==> config.mk <==
export PLATFORM = sky130hd
export DESIGN_NAME = instruction_cycle_timing
export DESIGN_NICKNAME = d
export VERILOG_FILES = /design/src/itc_pkg.sv /design/src/code_read_timing.sv /design/src/exec_counter.sv /design/src/instruction_cycle_timing.sv
export SDC_FILE = /design/constraint.sdc
export NUM_CORES = 1
export LEC_CHECK = 0
export BUFFER_PORTS_ARGS = -buffer_cell sky130_fd_sc_hd__buf_4
export CELL_PAD_IN_SITES_DETAIL_PLACEMENT = 1
export CELL_PAD_IN_SITES_GLOBAL_PLACEMENT = 2
export CORE_ASPECT_RATIO = 1.25
export CORE_UTILIZATION = 28
export CTS_CLUSTER_DIAMETER = 60
export DETAILED_ROUTE_END_ITERATION = 8
export GPL_TIMING_DRIVEN = 0
export HOLD_SLACK_MARGIN = 0.08
export PLACE_DENSITY_LB_ADDON = 0.1
export RECOVER_POWER = 25
export SLEW_MARGIN = 40
export SYNTH_ARGS = -nofsm -noshare
export SYNTH_HDL_FRONTEND = slang
export SYNTH_SLANG_ARGS = --single-unit
export TNS_END_PERCENT = 50
==> constraint.sdc <==
create_clock -name i_clk -period 2.7 [get_ports i_clk]
set_clock_uncertainty 0.15 [all_clocks]
set_input_delay 0.135 -clock i_clk [delete_from_list [all_inputs] [get_ports i_clk]]
set_output_delay 0.135 -clock i_clk [all_outputs]
set_load 0.01 [all_outputs]
==> src/itc_pkg.sv <==
// Shared constants and types for the instruction cycle timing block
package itc_pkg;

    // Widths
    localparam int OPC_W   = 8;
    localparam int LEN_W   = 4;
    localparam int BYTES_W = 2;

    // Timing figures in system clocks
    localparam logic [LEN_W-1:0] MAX_CYCLES     = 4'h8;
    localparam logic [LEN_W-1:0] BRANCH_EXTRA   = 4'h2;
    localparam logic [LEN_W-1:0] CODE_BASE      = 4'h4;
    localparam logic [LEN_W-1:0] CODE_ALIGN_PEN = 4'h1;
    localparam logic [LEN_W-1:0] CODE_SLOW_PEN  = 4'h2;
    localparam logic [LEN_W-1:0] CODE_MAX       = 4'h7;

    // Size of the instruction set the table serves
    localparam int INSTR_COUNT = 109;

    // Reset values
    localparam logic [LEN_W-1:0]   LEN_RST   = 4'h0;
    localparam logic [BYTES_W-1:0] BYTES_RST = 2'h0;

    // Timing class of an opcode
    typedef enum logic [2:0] {
        K_PLAIN,
        K_COND,
        K_CODE,
        K_XRD,
        K_XWR
    } kind_e;

    // One decode table entry
    typedef struct packed {
        logic [BYTES_W-1:0] bytes;
        logic [LEN_W-1:0]   cycles;
        kind_e              kind;
    } instr_s;

    // Memory request raised by an external-data move
    typedef struct packed {
        logic valid;
        logic write;
        logic wide_addr;
        logic to_program;
        logic erase;
    } mem_req_s;

    localparam mem_req_s MEM_REQ_RST = '0;

endpackage

==> src/code_read_timing.sv <==
// Cycle count of a code-byte move from alignment and flash read timing
`timescale 1ns/1ps
module code_read_timing (
    // Conditions of the read
    input  wire logic                     i_misaligned,
    input  wire logic                     i_flash_read_timing,
    // Resulting length
    output logic [itc_pkg::LEN_W-1:0]     o_cycles
);

    logic [itc_pkg::LEN_W-1:0] align_pen;
    logic [itc_pkg::LEN_W-1:0] slow_pen;

    // Penalties add to the fastest aligned read
    assign align_pen = i_misaligned ? itc_pkg::CODE_ALIGN_PEN
                                    : itc_pkg::LEN_RST;
    assign slow_pen  = i_flash_read_timing ? itc_pkg::CODE_SLOW_PEN
                                           : itc_pkg::LEN_RST;
    // Spans four to seven clocks for both base forms
    assign o_cycles  = itc_pkg::CODE_BASE + align_pen + slow_pen;

endmodule

==> src/exec_counter.sv <==
// Down counter that holds an instruction for its length in clocks
`timescale 1ns/1ps
module exec_counter #(
    parameter int CNT_W = itc_pkg::LEN_W
) (
    // Clock and reset
    input  wire logic             i_clk,
    input  wire logic             i_reset_n,
    // Start of an instruction
    input  wire logic             i_load,
    input  wire logic [CNT_W-1:0] i_length,
    // Progress
    output logic                  o_ready,
    output logic                  o_retire
);

    logic [CNT_W-1:0] cnt_q;
    logic [CNT_W-1:0] cnt_d;
    logic             running;

    // Refuse a counter too narrow for the longest stretched instruction
    generate
        if (CNT_W < itc_pkg::LEN_W) begin : g_bad_width
            $error("exec_counter: CNT_W too small");
        end
    endgenerate

    // Counts whole system clocks, no machine-cycle prescale
    assign running  = (cnt_q != '0);
    assign cnt_d    = i_load  ? i_length
                    : running ? cnt_q - CNT_W'(1) : '0;
    // Last cycle may overlap the next load, so one-clock ops go back to back
    assign o_ready  = (cnt_q <= CNT_W'(1));
    assign o_retire = (cnt_q == CNT_W'(1));

    // Count register
    always_ff @(posedge i_clk) begin
        if (!i_reset_n) begin
            cnt_q <= '0;
        end else begin
            cnt_q <= cnt_d;
        end
    end

endmodule

==> src/instruction_cycle_timing.sv <==
// Opcode timing decode and execution sequencing for the 8-bit core
`timescale 1ns/1ps
module instruction_cycle_timing (
    // Clock and reset
    input  wire logic                        i_clk,
    input  wire logic                        i_reset_n,
    // Instruction issue
    input  wire logic                        i_issue_valid,
    input  wire logic [itc_pkg::OPC_W-1:0]   i_opcode,
    input  wire logic                        i_branch_taken,
    input  wire logic                        i_code_misaligned,
    // Configuration levels
    input  wire logic                        i_prefetch_enable,
    input  wire logic                        i_flash_read_timing,
    input  wire logic                        i_prog_write_enable,
    input  wire logic                        i_prog_erase_enable,
    // Sequencing
    output logic                             o_ready,
    output logic                             o_retire,
    // Current instruction
    output logic [itc_pkg::LEN_W-1:0]        o_length_q,
    output logic [itc_pkg::BYTES_W-1:0]      o_bytes_q,
    output logic                             o_timing_nominal_q,
    // Memory request of external-data moves
    output itc_pkg::mem_req_s                o_mem_req_q
);

    localparam itc_pkg::kind_e KP = itc_pkg::K_PLAIN;
    localparam itc_pkg::kind_e KC = itc_pkg::K_COND;
    localparam itc_pkg::kind_e KK = itc_pkg::K_CODE;
    localparam itc_pkg::kind_e KR = itc_pkg::K_XRD;
    localparam itc_pkg::kind_e KW = itc_pkg::K_XWR;

    // Build one table entry
    function automatic itc_pkg::instr_s mk(
        input logic [itc_pkg::BYTES_W-1:0] b,
        input logic [itc_pkg::LEN_W-1:0]   c,
        input itc_pkg::kind_e              k
    );
        itc_pkg::instr_s e;
        e.bytes  = b;
        e.cycles = c;
        e.kind   = k;
        return e;
    endfunction

    // Opcode-indexed table; every one of the 256 codes has an entry,
    // cond entries hold the not-taken length
    function automatic itc_pkg::instr_s decode(
        input logic [itc_pkg::OPC_W-1:0] opc
    );
        itc_pkg::instr_s t;
        t = mk(2'h1, 4'h1, KP);
        case (opc[3:0])
            4'h0: begin
                case (opc[7:4])
                    4'h0:                t = mk(2'h1, 4'h1, KP);
                    4'h1, 4'h2, 4'h3:    t = mk(2'h3, 4'h3, KC);
                    4'h4, 4'h5, 4'h6,
                    4'h7:                t = mk(2'h2, 4'h2, KC);
                    4'h8:                t = mk(2'h2, 4'h4, KP);
                    4'h9:                t = mk(2'h3, 4'h3, KP);
                    4'he:                t = mk(2'h1, 4'h3, KR);
                    4'hf:                t = mk(2'h1, 4'h3, KW);
                    default:             t = mk(2'h2, 4'h2, KP);
                endcase
            end
            4'h1: begin
                t = mk(2'h2, 4'h4, KP);
            end
            4'h2: begin
                case (opc[7:4])
                    4'h0, 4'h1:          t = mk(2'h3, 4'h5, KP);
                    4'h2, 4'h3:          t = mk(2'h1, 4'h6, KP);
                    4'he:                t = mk(2'h1, 4'h3, KR);
                    4'hf:                t = mk(2'h1, 4'h3, KW);
                    default:             t = mk(2'h2, 4'h2, KP);
                endcase
            end
            4'h3: begin
                case (opc[7:4])
                    4'h4, 4'h5, 4'h6:    t = mk(2'h3, 4'h3, KP);
                    4'h7:                t = mk(2'h1, 4'h4, KP);
                    4'h8, 4'h9:          t = mk(2'h1, 4'h4, KK);
                    4'he:                t = mk(2'h1, 4'h3, KR);
                    4'hf:                t = mk(2'h1, 4'h3, KW);
                    default:             t = mk(2'h1, 4'h1, KP);
                endcase
            end
            4'h4: begin
                case (opc[7:4])
                    4'h2, 4'h3, 4'h4,
                    4'h5, 4'h6, 4'h7,
                    4'h9:                t = mk(2'h2, 4'h2, KP);
                    4'h8:                t = mk(2'h1, 4'h8, KP);
                    4'ha:                t = mk(2'h1, 4'h4, KP);
                    4'hb:                t = mk(2'h3, 4'h3, KC);
                    default:             t = mk(2'h1, 4'h1, KP);
                endcase
            end
            4'h5: begin
                case (opc[7:4])
                    4'h7, 4'h8:          t = mk(2'h3, 4'h3, KP);
                    4'ha:                t = mk(2'h1, 4'h1, KP);
                    4'hb, 4'hd:          t = mk(2'h3, 4'h3, KC);
                    default:             t = mk(2'h2, 4'h2, KP);
                endcase
            end
            4'h6, 4'h7: begin
                case (opc[7:4])
                    4'h7, 4'h8, 4'ha:    t = mk(2'h2, 4'h2, KP);
                    4'hb:                t = mk(2'h3, 4'h4, KC);
                    default:             t = mk(2'h1, 4'h2, KP);
                endcase
            end
            default: begin
                case (opc[7:4])
                    4'h7, 4'h8, 4'ha:    t = mk(2'h2, 4'h2, KP);
                    4'hb:                t = mk(2'h3, 4'h3, KC);
                    4'hd:                t = mk(2'h2, 4'h2, KC);
                    default:             t = mk(2'h1, 4'h1, KP);
                endcase
            end
        endcase
        return t;
    endfunction

    // Decoded entry of the presented opcode; most lengths equal byte count
    itc_pkg::instr_s            instr;
    logic                       is_cond;
    logic                       is_code;
    logic                       is_xrd;
    logic                       is_xwr;
    logic [itc_pkg::LEN_W-1:0]  code_cycles;
    logic [itc_pkg::LEN_W-1:0]  base_len;
    logic [itc_pkg::LEN_W-1:0]  taken_add;
    logic [itc_pkg::LEN_W-1:0]  fetch_add;
    logic [itc_pkg::LEN_W-1:0]  length;
    logic                       accept;

    assign instr   = decode(i_opcode);
    assign is_cond = (instr.kind == itc_pkg::K_COND);
    assign is_code = (instr.kind == itc_pkg::K_CODE);
    assign is_xrd  = (instr.kind == itc_pkg::K_XRD);
    assign is_xwr  = (instr.kind == itc_pkg::K_XWR);

    // Code-byte moves take their length from the read conditions
    code_read_timing u_code_read_timing (
        .i_misaligned        (i_code_misaligned),
        .i_flash_read_timing (i_flash_read_timing),
        .o_cycles            (code_cycles)
    );

    // Length assembly; the table length is the not-taken figure
    assign base_len  = is_code ? code_cycles : instr.cycles;
    assign taken_add = (is_cond && i_branch_taken) ? itc_pkg::BRANCH_EXTRA
                                                   : itc_pkg::LEN_RST;
    // Without prefetch every program byte costs a fetch clock of its own
    assign fetch_add = i_prefetch_enable ? itc_pkg::LEN_RST
                     : itc_pkg::LEN_W'(instr.bytes);
    assign length    = base_len + taken_add + fetch_add;
    assign accept    = i_issue_valid && o_ready;

    // Holds each instruction for exactly its length
    exec_counter #(
        .CNT_W (itc_pkg::LEN_W)
    ) u_exec_counter (
        .i_clk     (i_clk),
        .i_reset_n (i_reset_n),
        .i_load    (accept),
        .i_length  (length),
        .o_ready   (o_ready),
        .o_retire  (o_retire)
    );

    // External-data request; a write can be steered into program flash
    itc_pkg::mem_req_s mem_req_d;
    assign mem_req_d.valid      = accept && (is_xrd || is_xwr);
    assign mem_req_d.write      = is_xwr;
    assign mem_req_d.wide_addr  = ~i_opcode[1];
    assign mem_req_d.to_program = is_xwr && i_prog_write_enable;
    assign mem_req_d.erase      = is_xwr && i_prog_write_enable
                                  && i_prog_erase_enable;

    // Current instruction record, updated on each accept
    always_ff @(posedge i_clk) begin
        if (!i_reset_n) begin
            o_length_q <= itc_pkg::LEN_RST;
            o_bytes_q  <= itc_pkg::BYTES_RST;
        end else if (accept) begin
            o_length_q <= length;
            o_bytes_q  <= instr.bytes;
        end
    end

    // Request lives one clock; nominal flag follows prefetch setting
    always_ff @(posedge i_clk) begin
        if (!i_reset_n) begin
            o_mem_req_q        <= itc_pkg::MEM_REQ_RST;
            o_timing_nominal_q <= 1'b0;
        end else begin
            o_mem_req_q        <= mem_req_d;
            o_timing_nominal_q <= i_prefetch_enable;
        end
    end

endmodule

==> reports/results.txt <==
dominant cell type by area after synthesis = dfxtp_1
cell-by-cell trace of the critical path = buf_6 -> buf_8 -> nor4b_4 -> a21bo_1 -> o211ai_2 -> a311oi_2 -> nor3_2 -> fa_1 -> ha_2 -> inv_2 -> fa_2 -> nor2_2 -> a21oi_1 -> o21ai_1 -> o311a_1
Post-Synth Simple-Gate Area = 0.328
WL per Instance = 16.8 um
Post-Place Worst Slack = -683 ps
post-synth cell types = 54
fin crit period = 3010 ps
setup TNS = -476 ps
Cell Rows = 28
Root Driver = clkbuf_8
CP max FO = 8
R2R depth = 5
Syn Inst Count = 176
CP required = 2740 ps
status = complete, but fails checks
Compound-Gate Fraction of Synth Area = 0.294
RSZ-0062 raised after global routing = true
final hold viol count = 0
final wirelength = 4.78 mm
#FFs+latches synth = 16
most instantiated library cell after synthesis = nand2_1
CTS tree = yes
startpoint types = input port
number of global-route vias before repair = 1525
# IOs = 31
clk sinks = 16
top-area cell type share of the netlist area = 0.229
CTS max path bufs = 2
Die Ht = 81.1 um
Power Dens Cells = 367 mW/mm^2
Synth top cells by count = 17 x nand2_1, 16 x dfxtp_1, 14 x a21oi_1
Power, Total = 0.743 mW
initial antenna violation count = 0
Slew Viols, Final = 0
Synth warnings = 0
register area share after synthesis = 0.229
Die W = 65.3 um
Mapped Nets = 197
Achievable Freq = 0.333 GHz
Reg clk slew, reported paths = 60 ps
Worst Path Class, Setup = in -> reg
Rel. slew slack = 0.666
global route overflow = 0
I/O Buffers = 28
H-tree Lvls = 1
RD Place Congestion = 0.847
DP HPWL = 3.59 mm
DRC viols = 0
ys flop type = dfxtp_1
Hold WS = 151 ps
Critical Path End Type = flip-flop
Iteration-0 DRC Markers = 30
Syn Area/Cell = 7.96 um^2
worst-skew pair later-pin latency = 240 ps
Pre-Repair DR Iteration Count = 4
fin cells = 284
failing checks = setup timing
post-DR vias/cell = 5.34
Leak = 0.790 nW
mapped cell area = 0.00140 mm^2
setup slack after layout = -307 ps
number of max-cap violations = 0
multiplexer share of the synthesized area = 0
crit share post-route = 1.11
ranking of synthesized cells by area = dfxtp_1 23%, a21oi_1 5.0%, nand2_1 4.6%
Adder-Cell Fraction of Synth Area = 0.0464
Initial Util = 0.294
largest net degree at the start of global routing = 11
worst slew pin tran = 497 ps
core area = 0.00476 mm^2
Post-synth ARST share = 0
Critical Path Max Stage Delay = 450 ps
min-delay worst type = in -> reg
worst vdd ir = 0.126 mV
XOR/XNOR Fraction of Synth Area = 0.0188
CTS Buf Count = 3
Worst path slowest cell = fa_1
vias = 1517
GR Util All Layers = 0.185
post-route ant nets = 0
nets@finish = 247
Synth-to-Final Area Change = 44.6%
Worst Path Arrival = 3040 ps
EDFF count, synth = 0
largest family of logic cells by synthesized area = simple AND/OR/NAND/NOR gates
Final setup viols = 4
Ant. Diodes = 0
hold path depth = 4
Inst Count DP = 264
share of layout cells above drive strength 1 = 0.366
first-pass GRT wire length = 7.57 mm
total die area = 0.00529 mm^2
worst max-delay path: cells and delay by family:
kind	cells	cell delay, ps
buffers and inverters	3	290
adder cells (fa/ha/maj)	3	1080
AO/OA/AOI/OAI	6	820
AND/OR/NAND/NOR	3	710
routing by layer:
metal,up-vias,wire [um],global-route usage
li1,739,-,-
met1,740,2010,0.205
met2,32,2560,0.364
met3,6,123,0.00843
met4,0,85,0.0674
met5,-,0,0
kinds of logic (layout without fill, tap and decap cells):
logic type      count (synthesis)  count (layout)
compound gates                 59              59
xor+xnor                        3               3
fa+ha+maj                       4               4
buf+inv                        23              71
flops                          16              16
simple gates                   71              71
timing repair:
action,4_1_cts,5_1_grt
hold buffers,5,0
hold endpoints to repair,8,0
pin swaps,9,7
endpoints found under the setup margin,4,4
setup buffers,10,2
resized for setup,19,12
stage by stage:
step / area, um^2 / util
floorplan: 1460 / -
global placement: 1740 / 0.366
detailed placement: 1740 / 0.366
CTS: 1980 / 0.415
global route: 2030 / 0.425
finish: 2030 / 0.425
where the power goes:
group / total (mW) / internal, mW / switching [mW]
Sequential: 0.275 / 0.257 / 0.0180
Clock: 0.171 / 0.0986 / 0.0720
Combinational: 0.298 / 0.139 / 0.158
Total: 0.743 / 0.495 / 0.248
registers in the layout, indices dropped and copies added (netlist names):
register,count
u_exec_counter.cnt_q,4
o_mem_req_q,5
o_length_q,4
o_bytes_q,2
o_timing_nominal_q,1
placed cells by master (no fill, tap or decap), drive strengths merged, types with 2 or more instances in the layout:
cell         instances
a31oi                5
xor2                 2
a21oi               15
nand2               17
nand3b               3
a311oi               2
nor3                10
nor2b                3
nand3                7
and2                 7
buf                 45
o21bai               2
nor2                 6
clkbuf              11
dlygate4sd3          5
and3                 3
nand2b               4
inv                 10
o311a                2
ha                   2
o211ai               2
o22ai                3
nor4                 4
and2b                3
fa                   2
o31ai                3
o21ai               11
nor4b                2
a21boi               6
dfxtp               16
path summary, 6_finish.rpt:
| check | slack [ps] | from | endpoint |
|---|---|---|---|
| max | -310 | i_opcode[3] | u_exec_counter.cnt_q[2]$_SDFF_PN0_ |
| min | 150 | i_issue_valid | o_length_q[3]$_SDFFE_PN0P_ |
| max reg2reg | 1150 | u_exec_counter.cnt_q[3]$_SDFF_PN0_ | o_bytes_q[1]$_SDFFE_PN0P_ |
| min reg2reg | 320 | o_length_q[3]$_SDFFE_PN0P_ | o_length_q[3]$_SDFFE_PN0P_ |
final cells by class:
class	count	area [um^2]
plain buffers	13	129
clock buffers	3	41.3
multi-input cells	137	1070
well taps	60	75.1
repair buffers	45	350
fillers	602	2740
flip-flops and latches	16	320
inverters	10	37.5
Note: power is estimated with default switching activity, not from simulation.
